<file path="src/design/tpa_pkg.sv">
// Purpose: Shared constants and carrier types for the teleprotection auxiliary logic
// Assumes: 10 MHz core clock, 32-bit register port, settings counted in timebase ticks
// Notes:   Every offset, control and pin field position, register-file reset value and cycle count lives here
package tpa_pkg;
   // ------------------------------------------------------------
   // Clock and timebase
   // ------------------------------------------------------------
   localparam int CLK_PERIOD_NS = 100;
   localparam int TICK_NS       = 1000000;
   localparam int TICK_CYCLES   = (TICK_NS + CLK_PERIOD_NS - 1) / CLK_PERIOD_NS;
   localparam int NUM_TIMERS    = 14;
   localparam int NUM_SETTINGS  = 11;
   localparam int NUM_PINS      = 9;

   // ------------------------------------------------------------
   // Register offsets (byte addresses)
   // ------------------------------------------------------------
   localparam logic [7:0] OFS_CTRL    = 8'h00;
   localparam logic [7:0] OFS_SET0    = 8'h04;
   localparam logic [7:0] OFS_UV_THR  = 8'h30;
   localparam logic [7:0] OFS_UV_HYST = 8'h34;
   localparam logic [7:0] OFS_STATUS  = 8'h38;

   // Setting indices, setting i at OFS_SET0 + 4*i
   localparam int SI_GUARD_LOSS = 0;
   localparam int SI_WINDOW     = 1;
   localparam int SI_CHAN_FAIL  = 2;
   localparam int SI_REV_CONF   = 3;
   localparam int SI_REV_HOLD   = 4;
   localparam int SI_BKR_OPEN   = 5;
   localparam int SI_ECHO_CONF  = 6;
   localparam int SI_ECHO_PULSE = 7;
   localparam int SI_ECHO_LOCK  = 8;
   localparam int SI_PU_HOLD    = 9;
   localparam int SI_WI_DELAY   = 10;

   // ------------------------------------------------------------
   // Control field positions and reset values
   // ------------------------------------------------------------
   localparam int CB_OPEN_KEY   = 0;
   localparam int CB_ECHO_UV    = 1;
   localparam int CB_ECHO_EN    = 2;
   localparam int CB_WI_EN      = 3;
   localparam int CB_REV_CONN   = 4;
   localparam int CB_PHASE_SEG  = 5;
   localparam int CB_TWO_BKR    = 6;
   localparam int CB_GUARD1_EN  = 7;
   localparam int CB_GUARD2_EN  = 8;
   localparam logic [8:0]  CTRL_RST = 9'h000;
   localparam logic [15:0] SET_RST  = 16'h0000;
   localparam logic [15:0] UV_RST   = 16'h0000;

   // 1/sqrt(3) in Q16
   localparam logic [15:0] INV_SQRT3_Q16 = 16'h93CD;

   // Pin positions in the synchronised vector
   localparam int PN_GUARD1 = 0;
   localparam int PN_GUARD2 = 1;
   localparam int PN_REV    = 2;
   localparam int PN_FWD    = 3;
   localparam int PN_BKR1   = 4;
   localparam int PN_BKR2   = 5;
   localparam int PN_GENPU  = 6;
   localparam int PN_RX1    = 7;
   localparam int PN_RX2    = 8;

   // ------------------------------------------------------------
   // Types
   // ------------------------------------------------------------
   typedef struct packed {
      logic [7:0]  addr;
      logic [31:0] wdata;
      logic        wr;
      logic        rd;
   } tpa_bus_req_t;

   typedef struct packed {
      logic [15:0] ph_a;
      logic [15:0] ph_b;
      logic [15:0] ph_c;
   } tpa_volt_t;

   typedef enum logic [1:0] {
      UB_QUIET   = 2'b00,
      UB_RELEASE = 2'b01,
      UB_INOP    = 2'b10
   } tpa_unblk_t;

   typedef enum logic [1:0] {
      EC_IDLE  = 2'b00,
      EC_PULSE = 2'b01,
      EC_LOCK  = 2'b10
   } tpa_echo_t;
endpackage : tpa_pkg

</file>
<file path="src/design/tpa_aux_logic.sv">
// Purpose: Guard-loss unblocking, current reversal, open-breaker keying, echo and weak-infeed trip
// Assumes: Pins are asynchronous and pass two flops; voltages come from same-clock logic
// Notes:   All delays are tick counters; a zero setting acts in the cycle its start is seen
`timescale 1ns/1ps
`default_nettype none
module tpa_aux_logic #(
   parameter int TICK_CYCLES = tpa_pkg::TICK_CYCLES
) (
   input  wire logic                  core_clk,
   input  wire logic                  rst_b,
   input  wire tpa_pkg::tpa_bus_req_t bus_req,
   output logic [31:0]                rd_data,
   input  wire logic                  guard_in_one,
   input  wire logic                  guard_in_two,
   input  wire logic                  reverse_zone_pickup,
   input  wire logic                  forward_zone_pickup,
   input  wire logic                  breaker_one_pos,
   input  wire logic                  breaker_two_pos,
   input  wire logic                  general_pickup_in,
   input  wire logic                  permissive_rx_one,
   input  wire logic                  permissive_rx_two,
   input  wire tpa_pkg::tpa_volt_t    phase_volt,
   output logic                       unblock_release,
   output logic                       unblock_trip,
   output logic                       chan_one_failed,
   output logic                       chan_two_failed,
   output logic                       reversal_block,
   output logic                       permissive_tx_out,
   output logic                       permissive_tx_ph_a,
   output logic                       permissive_tx_ph_b,
   output logic                       permissive_tx_ph_c,
   output logic                       echo_out,
   output logic                       weak_infeed_operated,
   output logic                       uv_pickup
);
   import tpa_pkg::*;

   // ------------------------------------------------------------
   // Register file
   // ------------------------------------------------------------
   logic [8:0]  ctrl_q;
   logic [15:0] set_q [NUM_SETTINGS];
   logic [15:0] uv_thr_q;
   logic [15:0] uv_hyst_q;
   logic [31:0] status_w;

   function automatic logic is_setting(input logic [7:0] a);
      return (a >= OFS_SET0) && (a < OFS_UV_THR) && (a[1:0] == 2'b00);
   endfunction : is_setting

   function automatic int set_index(input logic [7:0] a);
      logic [7:0] rel;
      rel = a - OFS_SET0;
      return int'(rel[7:2]);
   endfunction : set_index

   always_ff @(posedge core_clk or negedge rst_b) begin
      if (!rst_b) begin
         ctrl_q    <= CTRL_RST;
         uv_thr_q  <= UV_RST;
         uv_hyst_q <= UV_RST;
         for (int i = 0; i < NUM_SETTINGS; i++) begin
            set_q[i] <= SET_RST;
         end
      end else if (bus_req.wr) begin
         if (bus_req.addr == OFS_CTRL) begin
            ctrl_q <= bus_req.wdata[8:0];
         end else if (is_setting(bus_req.addr)) begin
            set_q[set_index(bus_req.addr)] <= bus_req.wdata[15:0];
         end else if (bus_req.addr == OFS_UV_THR) begin
            uv_thr_q <= bus_req.wdata[15:0];
         end else if (bus_req.addr == OFS_UV_HYST) begin
            uv_hyst_q <= bus_req.wdata[15:0];
         end
      end
   end

   // Read data stand for exactly the cycle after the strobe
   always_ff @(posedge core_clk or negedge rst_b) begin
      if (!rst_b) begin
         rd_data <= 32'h0000_0000;
      end else if (!bus_req.rd) begin
         rd_data <= 32'h0000_0000;
      end else if (bus_req.addr == OFS_CTRL) begin
         rd_data <= {23'h000000, ctrl_q};
      end else if (is_setting(bus_req.addr)) begin
         rd_data <= {16'h0000, set_q[set_index(bus_req.addr)]};
      end else if (bus_req.addr == OFS_UV_THR) begin
         rd_data <= {16'h0000, uv_thr_q};
      end else if (bus_req.addr == OFS_UV_HYST) begin
         rd_data <= {16'h0000, uv_hyst_q};
      end else if (bus_req.addr == OFS_STATUS) begin
         rd_data <= status_w;
      end else begin
         rd_data <= 32'h0000_0000;
      end
   end

   // ------------------------------------------------------------
   // Pin synchronisers
   // ------------------------------------------------------------
   logic [NUM_PINS-1:0] pin_raw;
   logic [NUM_PINS-1:0] pin_meta_q;
   logic [NUM_PINS-1:0] pin_q;

   assign pin_raw = {permissive_rx_two, permissive_rx_one, general_pickup_in, breaker_two_pos,
                     breaker_one_pos, forward_zone_pickup, reverse_zone_pickup, guard_in_two,
                     guard_in_one};

   generate
      for (genvar p = 0; p < NUM_PINS; p++) begin : g_sync
         always_ff @(posedge core_clk or negedge rst_b) begin
            if (!rst_b) begin
               pin_meta_q[p] <= 1'b0;
               pin_q[p]      <= 1'b0;
            end else begin
               pin_meta_q[p] <= pin_raw[p];
               pin_q[p]      <= pin_meta_q[p];
            end
         end
      end
   endgenerate

   logic guard_one_lost;
   logic guard_two_lost;
   logic guards_ok;
   logic bkr_open;
   logic rx_any;
   logic gen_pu;
   logic fwd_pu;

   assign guard_one_lost = ctrl_q[CB_GUARD1_EN] && !pin_q[PN_GUARD1];
   assign guard_two_lost = ctrl_q[CB_GUARD2_EN] && !pin_q[PN_GUARD2];
   assign guards_ok      = !guard_one_lost && !guard_two_lost;
   assign bkr_open       = !pin_q[PN_BKR1] && (!ctrl_q[CB_TWO_BKR] || !pin_q[PN_BKR2]);
   assign rx_any         = pin_q[PN_RX1] || pin_q[PN_RX2];
   assign gen_pu         = pin_q[PN_GENPU];
   assign fwd_pu         = pin_q[PN_FWD];

   // ------------------------------------------------------------
   // Timebase and delay timers
   // ------------------------------------------------------------
   // Long tick period is a parameter so simulation can shorten it
   logic [31:0] tick_cnt_q;
   logic        tick;

   always_ff @(posedge core_clk or negedge rst_b) begin
      if (!rst_b) begin
         tick_cnt_q <= 32'h0000_0000;
      end else if (tick) begin
         tick_cnt_q <= 32'h0000_0000;
      end else begin
         tick_cnt_q <= tick_cnt_q + 32'h0000_0001;
      end
   end
   assign tick = (tick_cnt_q == 32'(TICK_CYCLES - 1));

   logic [NUM_TIMERS-1:0] t_cond;
   logic [NUM_TIMERS-1:0] t_exp;
   logic [15:0]           t_set [NUM_TIMERS];
   logic [15:0]           t_cnt_q [NUM_TIMERS];

   assign t_set[0]  = set_q[SI_GUARD_LOSS];
   assign t_set[1]  = set_q[SI_GUARD_LOSS];
   assign t_set[2]  = set_q[SI_CHAN_FAIL];
   assign t_set[3]  = set_q[SI_CHAN_FAIL];
   assign t_set[4]  = set_q[SI_WINDOW];
   assign t_set[5]  = set_q[SI_WINDOW];
   assign t_set[6]  = set_q[SI_REV_CONF];
   assign t_set[7]  = set_q[SI_REV_HOLD];
   assign t_set[8]  = set_q[SI_BKR_OPEN];
   assign t_set[9]  = set_q[SI_ECHO_CONF];
   assign t_set[10] = set_q[SI_ECHO_PULSE];
   assign t_set[11] = set_q[SI_ECHO_LOCK];
   assign t_set[12] = set_q[SI_PU_HOLD];
   assign t_set[13] = set_q[SI_WI_DELAY];

   generate
      for (genvar t = 0; t < NUM_TIMERS; t++) begin : g_tmr
         always_ff @(posedge core_clk or negedge rst_b) begin
            if (!rst_b) begin
               t_cnt_q[t] <= 16'h0000;
            end else if (!t_cond[t]) begin
               t_cnt_q[t] <= 16'h0000;
            end else if (tick && (t_cnt_q[t] < t_set[t])) begin
               t_cnt_q[t] <= t_cnt_q[t] + 16'h0001;
            end
         end
         assign t_exp[t] = t_cond[t] && (t_cnt_q[t] >= t_set[t]);
      end
   endgenerate

   // ------------------------------------------------------------
   // Guard-loss unblocking and channel failure
   // ------------------------------------------------------------
   tpa_unblk_t ub_q;
   tpa_unblk_t ub_d;

   assign t_cond[0] = guard_one_lost;
   assign t_cond[1] = guard_two_lost;
   assign t_cond[2] = guard_one_lost;
   assign t_cond[3] = guard_two_lost;
   assign t_cond[4] = (ub_q == UB_RELEASE);
   assign t_cond[5] = (ub_q == UB_INOP) && guards_ok;

   always_comb begin
      ub_d = ub_q;
      case (ub_q)
         UB_QUIET: begin
            if (t_exp[0] || t_exp[1]) begin
               ub_d = UB_RELEASE;
            end
         end
         UB_RELEASE: begin
            if (t_exp[4]) begin
               ub_d = UB_INOP;
            end
         end
         UB_INOP: begin
            if (t_exp[5]) begin
               ub_d = UB_QUIET;
            end
         end
         default: ub_d = UB_QUIET;
      endcase
   end

   always_ff @(posedge core_clk or negedge rst_b) begin
      if (!rst_b) begin
         ub_q            <= UB_QUIET;
         unblock_release <= 1'b0;
         unblock_trip    <= 1'b0;
         chan_one_failed <= 1'b0;
         chan_two_failed <= 1'b0;
      end else begin
         ub_q            <= ub_d;
         unblock_release <= (ub_d == UB_RELEASE);
         unblock_trip    <= (ub_d == UB_RELEASE) && fwd_pu;
         chan_one_failed <= t_exp[2];
         chan_two_failed <= t_exp[3];
      end
   end

   // ------------------------------------------------------------
   // Current reversal
   // ------------------------------------------------------------
   logic rev_pu;
   assign rev_pu    = ctrl_q[CB_REV_CONN] && pin_q[PN_REV];
   assign t_cond[6] = rev_pu;
   // Hold runs once the reverse decision has gone, letting the remote end reset
   assign t_cond[7] = reversal_block && !rev_pu;

   always_ff @(posedge core_clk or negedge rst_b) begin
      if (!rst_b) begin
         reversal_block <= 1'b0;
      end else if (t_exp[6]) begin
         reversal_block <= 1'b1;
      end else if (t_exp[7] || !ctrl_q[CB_REV_CONN]) begin
         reversal_block <= 1'b0;
      end
   end

   // ------------------------------------------------------------
   // Undervoltage detector
   // ------------------------------------------------------------
   logic [31:0] thr_prod;
   logic [15:0] thr_pe;
   logic [16:0] thr_reset;
   logic        any_below;
   logic        all_above;

   assign thr_prod  = uv_thr_q * INV_SQRT3_Q16;
   assign thr_pe    = thr_prod[31:16];
   assign thr_reset = {1'b0, thr_pe} + {1'b0, uv_hyst_q};
   assign any_below = (phase_volt.ph_a < thr_pe) || (phase_volt.ph_b < thr_pe) ||
                      (phase_volt.ph_c < thr_pe);
   assign all_above = ({1'b0, phase_volt.ph_a} > thr_reset) && ({1'b0, phase_volt.ph_b} > thr_reset) &&
                      ({1'b0, phase_volt.ph_c} > thr_reset);

   always_ff @(posedge core_clk or negedge rst_b) begin
      if (!rst_b) begin
         uv_pickup <= 1'b0;
      end else if (any_below) begin
         uv_pickup <= 1'b1;
      end else if (all_above) begin
         uv_pickup <= 1'b0;
      end
   end

   // ------------------------------------------------------------
   // Echo transmission and pickup hold
   // ------------------------------------------------------------
   tpa_echo_t ec_q;
   tpa_echo_t ec_d;
   logic      pu_hold_q;
   logic      echo_ok;
   logic      echo_start;

   // Pickup hold keeps a late remote permission from producing a false echo
   assign t_cond[12] = pu_hold_q && !gen_pu;

   always_ff @(posedge core_clk or negedge rst_b) begin
      if (!rst_b) begin
         pu_hold_q <= 1'b0;
      end else if (gen_pu) begin
         pu_hold_q <= 1'b1;
      end else if (t_exp[12]) begin
         pu_hold_q <= 1'b0;
      end
   end

   assign echo_ok    = ctrl_q[CB_ECHO_EN] && rx_any && !gen_pu && !pu_hold_q &&
                       (!ctrl_q[CB_ECHO_UV] || uv_pickup);
   assign t_cond[9]  = echo_ok && (ec_q == EC_IDLE);
   assign echo_start = t_exp[9] || (echo_ok && bkr_open);
   assign t_cond[10] = (ec_q == EC_PULSE);
   assign t_cond[11] = (ec_q == EC_LOCK);

   always_comb begin
      ec_d = ec_q;
      case (ec_q)
         EC_IDLE: begin
            if (echo_start) begin
               ec_d = EC_PULSE;
            end
         end
         EC_PULSE: begin
            if (t_exp[10]) begin
               ec_d = EC_LOCK;
            end
         end
         EC_LOCK: begin
            if (t_exp[11]) begin
               ec_d = EC_IDLE;
            end
         end
         default: ec_d = EC_IDLE;
      endcase
   end

   // ------------------------------------------------------------
   // Open-breaker keying and transmit outputs
   // ------------------------------------------------------------
   logic key_open;
   assign t_cond[8] = ctrl_q[CB_OPEN_KEY] && bkr_open;
   assign key_open  = t_exp[8];

   always_ff @(posedge core_clk or negedge rst_b) begin
      if (!rst_b) begin
         ec_q               <= EC_IDLE;
         echo_out           <= 1'b0;
         permissive_tx_out  <= 1'b0;
         permissive_tx_ph_a <= 1'b0;
         permissive_tx_ph_b <= 1'b0;
         permissive_tx_ph_c <= 1'b0;
      end else begin
         ec_q               <= ec_d;
         echo_out           <= (ec_d == EC_PULSE);
         permissive_tx_out  <= key_open || (ec_d == EC_PULSE);
         permissive_tx_ph_a <= ctrl_q[CB_PHASE_SEG] && (key_open || (ec_d == EC_PULSE));
         permissive_tx_ph_b <= ctrl_q[CB_PHASE_SEG] && (key_open || (ec_d == EC_PULSE));
         permissive_tx_ph_c <= ctrl_q[CB_PHASE_SEG] && (key_open || (ec_d == EC_PULSE));
      end
   end

   // ------------------------------------------------------------
   // Weak-infeed trip
   // ------------------------------------------------------------
   assign t_cond[13] = ctrl_q[CB_WI_EN] && rx_any && !gen_pu && !fwd_pu &&
                       !pu_hold_q && uv_pickup;

   always_ff @(posedge core_clk or negedge rst_b) begin
      if (!rst_b) begin
         weak_infeed_operated <= 1'b0;
      end else begin
         weak_infeed_operated <= t_exp[13];
      end
   end

   assign status_w = {20'h00000, ub_q, ec_q, uv_pickup, weak_infeed_operated, reversal_block,
                      chan_two_failed, chan_one_failed, pu_hold_q, key_open, unblock_trip};
endmodule : tpa_aux_logic
`default_nettype wire

</file>
<file path="config.mk">
export PLATFORM = sky130hd
export DESIGN_NAME = tpa_aux_logic
export DESIGN_NICKNAME = d
export VERILOG_FILES = /design/src/design/tpa_pkg.sv /design/src/design/tpa_aux_logic.sv
export SDC_FILE = /design/constraint.sdc
export NUM_CORES = 2
export LEC_CHECK = 0
export CAP_MARGIN = 20
export CORE_MARGIN = 3
export CORE_UTILIZATION = 66
export CTS_CLUSTER_SIZE = 30
export DETAILED_ROUTE_END_ITERATION = 7
export DONT_BUFFER_PORTS = 1
export GPL_TIMING_DRIVEN = 0
export PLACE_DENSITY = 0.83
export SYNTH_ARGS = -nofsm -noshare
export SYNTH_HDL_FRONTEND = slang
export SYNTH_SLANG_ARGS = --single-unit
</file>
<file path="constraint.sdc">
create_clock -name core_clk -period 11.45 [get_ports core_clk]
set_input_delay 1.7175 -clock core_clk [delete_from_list [all_inputs] [get_ports core_clk]]
set_output_delay 1.7175 -clock core_clk [all_outputs]
set_load 0.01 [all_outputs]
</file>
# Yosys cells after proc, flatten, opt, wreduce, memory -nomap -nowiden
# Index checks and enable logic that the tools add are counted.
# word_totals
ff_bits	538
out_inout_bits	44
elab_cells	288
# op_classes
add_sub_neg	17
mul	1
magnitude_cmp	38
n_eq_ne	24
mux	55
bitwise	4
reduce_logical	88
# op_table
cell	n
$mux 16	36
$lt 16x16->1	17
$add 16x1->16 const B	14
$ge 16x16->1	14
$bwmux 176	1
$bmux 16 s4	1
$demux 16 s4	1
$logic_and 1x1->1	55
$gt 16x17->1	3
$add 32x1->32 const B	1
$eq 32x14->1 const B	1
$ge 32x5->1 const B	1
$lt 32x1->1 const B	1
$mul 16x16->32 const B	1
$mux 32	1
$not 6->32	1
$ne 2x1->1 const B	14
$eq 8x6->1 const B	3
$add 16x16->17	1
$logic_not 1->1	13
$mux 12	1
$mux 2	6
$pmux 2 s3	2
$logic_or 1x1->1	9
other kinds (14)	29

# Longest topological paths before layout
# logic_depth
ltp_word	13
mapped_depth	38
mapped_depth_nobuf	38

# Worst setup path after synthesis
# OpenSTA, ideal clock, no wires.
# synth_path
kind	register to register
from	register uv_thr_q[4]
to	register uv_pickup
setup_ps	88
t_arrival_ps	8012
slack_ps	3349
stages_incl_launch_ff	37
n_path_buf	0
synth_period_minus_slack_ps	8101
cell_sequence	dfrtp_1 inv_1 fa_1 inv_1 ha_1 inv_1 fa_1 inv_1 fa_1 fa_1 inv_1 fa_1 inv_1 ha_1 nand4_1 nor3_1 o2111a_1 nand2b_1 a21oi_1 xnor2_1 ha_1 o21ai_0 o21bai_1 a21oi_1 o21bai_1 a21oi_1 xor2_1 ha_1 and3_1 a2111oi_0 o21ai_0 o22a_1 maj3_1 a21oi_1 o21ai_0 a21o_1 a41oi_1
# synth_via
elab_chain_len	6
elab_cells_between_ends	14
# synth_lines
item	line_no	rtl
start: declaration	tpa_aux_logic.sv:43	logic [15:0] uv_thr_q;
start signal: assignment	tpa_aux_logic.sv:71	uv_thr_q <= bus_req.wdata[15:0];
$mul 16x16->32 *	tpa_aux_logic.sv:272	assign thr_prod = uv_thr_q * INV_SQRT3_Q16;
$add 16x16->17	tpa_aux_logic.sv:274	assign thr_reset = {1'b0, thr_pe} + {1'b0, uv_hyst_q};
$gt 16x17->1	tpa_aux_logic.sv:277	assign all_above = ({1'b0, phase_volt.ph_a} > thr_reset) && ({1'b0, phase_volt.ph_b} > thr_reset) &&
$logic_and 1x1->1 (2 in series)	tpa_aux_logic.sv:277	
$reduce_bool 2->1 (no source line)	n/a	
end signal: assignment	tpa_aux_logic.sv:282	uv_pickup <= 1'b0;
end signal: assignment	tpa_aux_logic.sv:284	uv_pickup <= 1'b1;
end signal: assignment	tpa_aux_logic.sv:286	uv_pickup <= 1'b0;
end: declaration	tpa_aux_logic.sv:34	output logic uv_pickup
# Mark *: on every way between the ends. The rest lies on a longest branch, timed or not.
# A chain may end at the register's enable or synchronous reset.

# Worst setup path after layout
# Same ends and word-level chain as after synthesis.

==> flow_summary.toml <==
[synthesis]
synth_cell_types = 85
ys_seq_area_share_pct = 34.8
synth_top_family_by_area = "adder cells"
synth_area_leaders = "dfrtp_1 (35%), ha_1 (16%), fa_1 (4.6%)"
synth_enable_flop_cells = 0
synth-adder-area-share_pct = 20.8
synth_top_area_share_pct = 34.8
avgSynthCellArea_um2 = 9.52
yosys.area_share.simple_pct = 14.4
syn_area_um2 = 37500
synth_top_flop_cell = "dfrtp_1"
synth_compound_area_share_pct = 14.6
yosys_warnings = 0
yosysMostFrequentCell = "dfrtp_1"
syn_inst = 3940
synthTopCellsByCount = "dfrtp_1 (522), ha_1 (480), inv_1 (418)"
synth_top_cell_by_area = "dfrtp_1"
synthArstFlopShare_pct = 100
muxShareOfSynthArea_pct = 5.02
synthXorXnorAreaFrac_pct = 4.43
synth-seq-cells = 522

[worst_setup_path]
timing.critical_path.mode_cell = "inv_1"
critical_path.top_delay_family = "adder cells"
cp_max_fo = 10
critPathMaxStageDelay_ns = 0.68
cp.arrival_ns = 10.18
cp-start-kind = "register"
critPathBufInv = 6
crit_type = "register to register"
critPathCaptureType = "register"
crit_slowest_cell = "dfrtp_1"
r2r_setup_slack_ns = 1.81
reg2reg_from = "uv_thr_q[4]$_DFFE_PN0P_"
critPathRequiredTime_ns = 12.00
crit_start = "uv_thr_q[4]$_DFFE_PN0P_"

[sta]
tightest_slew_ns = 2.14
final.setup.tns_ns = 0
max_freq_mhz = 104
worst_slack_ns = 1.81
hold_violations = 0
drv_slew = 259
fin_crit_sh_pct = 84.2
finalSetupViolCount = 0
fin_crit_ns = 9.64
fin_skew_ns = 0.0288
relSlewSlack_pct = -42.6
grt_setup_unrepaired = "false"

[placed_design]
place_hpwl_um = 76500
dp_slack_ns = 1.96
place_area_um2 = 38500
globalplace.congestion = 0.972
port_buffers = 0

[routing]
remaining_drc_errors = 0
dr_total_vias = 30632
drt-total-wl_um = 104000
vias_per_cell = 6.37
antenna_left = 0
dr.first_iter.drc_count = 2873
wl_per_cell_um = 21.6
first_pass_iters = 6

[power]
seq_power_share_pct = 16.5
p_leak_nw = 20.1
p_per_area_nw_per_um2 = 287
p_int_w = 0.00623
comb_power_share_pct = 65.9
power_frac_clock_pct = 17.6
power_w = 0.0116
ir_drop_uv = 780
p_sw_share_pct = 46.5
p_sw_w = 0.00542

[die]
placeableCoreArea_um2 = 55600
initial_core_util_pct = 67.4
pin_count = 145
rows = 86
die_area_um2 = 59700
die_height_um = 244
die_x_um = 244

[global_routing]
overflow = 0
grt_max_degree = 523
grt_pass1_wl_um = 165000
grt_util_all_layers_pct = 34.7
antenna_found_initial = 3
first_global_vias = 30367

[clocking]
clk_path_buf_depth = 3
postCtsHoldBufs = 0
cts_resized = 0
cts_tree = "built"
clk_pin_slew_ns = 0.08
clock_latency_ns = 0.64
postCtsSetupBuffers = 0
cts_sinks = 522
cts.htree.levels = 2
cts_made_buffers = 56
cts_root_buffer = "clkbuf_16"

[cells_and_area]
syn_to_final_growth_pct = 8.22
drive_above_1_share_pct = 6.16
fin_nets = 4684
multiInputGateArea_um2 = 22300
final.fill_count = 3982
finalInstanceArea_um2 = 40600
layout.area.seq_um2 = 13100

[outcome]
status = "finished with violations"
violations = "max-slew violations"

[job]
cap_violations = 0

[hold_path]
hold_class = "register to register"
holdCritStartpoint = "pin_meta_q[0]$_DFF_PN0_"
-- area by class of cell --
type / instances / share of cell area [%]
Antenna cell: 2 / 0.0123
Buffer: 154 / 1.65
Clock buffer: 75 / 3.92
Clock inverter: 25 / 1.18
Inverter: 418 / 3.86
Multi-Input combinational cell: 2861 / 54.9
Sequential cell: 522 / 32.2
Tap cell: 748 / 2.30
Timing Repair Buffer: 3 / 0.0431
-- placed cells by master (no fill, tap or decap), types with 36 or more instances in the layout --
master | netlist | final
a21o_1 | 114 | 114
or3_1 | 71 | 71
a21oi_1 | 189 | 189
dfrtp_1 | 522 | 522
nand4_1 | 110 | 110
inv_1 | 418 | 418
o2111ai_1 | 45 | 45
clkbuf_16 | 0 | 56
nor2_1 | 219 | 219
nand2_1 | 315 | 315
xnor2_1 | 72 | 72
nand3_1 | 90 | 90
and2_1 | 36 | 36
mux2i_1 | 52 | 52
nor3_1 | 43 | 43
o21ai_0 | 318 | 318
mux2_2 | 57 | 57
clkbuf_1 | 116 | 123
and3_1 | 50 | 50
ha_1 | 480 | 480
xor2_1 | 116 | 116
fa_1 | 87 | 87
-- metrics by stage --
stage,hold slack [ns],instances,utilization [%]
floorplan,0.331,3955,-
global placement,0.335,4703,69.2
detailed placement,0.336,4704,69.2
CTS,0.327,4804,73.0
global route,0.354,4808,73.0
finish,0.327,4808,73.0
-- worst register-to-register path: cells and delay by family, from the launching register on --
kind / cells / cell delay (ns)
adder cells (fa/ha/maj): 10 / 4.04
AO/OA/AOI/OAI: 14 / 2.63
AND/OR/NAND/NOR: 4 / 1.13
flip-flops: 1 / 0.68
XOR/XNOR: 2 / 0.65
buffers and inverters: 6 / 0.46
-- routing by layer --
metal	GRT usage [%]	vias up	share of wire, %
met2	53.5	1414	44
met4	17.9	0	6.2
met1	46.2	14874	40
met5	0	-	0
met3	7.88	338	9.5
li1	-	14006	-
-- worst paths after layout --
kind	to	cells after the start
setup / recovery	uv_pickup$_DFFE_PN0P_	36
hold / removal	pin_q[0]$_DFF_PN0_	0
setup reg to reg	uv_pickup$_DFFE_PN0P_	36
hold reg to reg	pin_q[0]$_DFF_PN0_	0
max in group asynchronous	t_cnt_q[184]$_DFFE_PN0P_	0
min in group asynchronous	tick_cnt_q[20]$_DFF_PN0_	0
-- sequential cells by signal, summed over array words and instances, names as in the netlist, 9 cells and up --
register	count
pin_meta_q	9
t_cnt_q	224
ctrl_q	9
tick_cnt_q	32
uv_thr_q	16
rd_data	16
set_q	176
uv_hyst_q	16
-- power by group through the flow --
stage,clock [W],combinational (W),sequential [W]
final,0.00205,0.00768,0.00192
after global routing,0.00213,0.00868,0.00192
after CTS,0.00206,0.00756,0.00192
after detailed placement,0,0.00747,0.00195
after global placement,0,0.00711,0.00195
after floorplan,0,0.00566,0.00193
-- cells by family (layout without fill, tap and decap cells) --
family / Yosys count / count (layout)
adder cells (fa/ha/maj): 571 / 571
other: 1 / 18
AND/OR/NAND/NOR: 1076 / 1076
XOR/XNOR: 189 / 189
multiplexers: 141 / 141
buffers and inverters: 572 / 675
flip-flops: 522 / 522
AO/OA/AOI/OAI: 868 / 868
No activity file was read; power rests on OpenSTA's default activity.
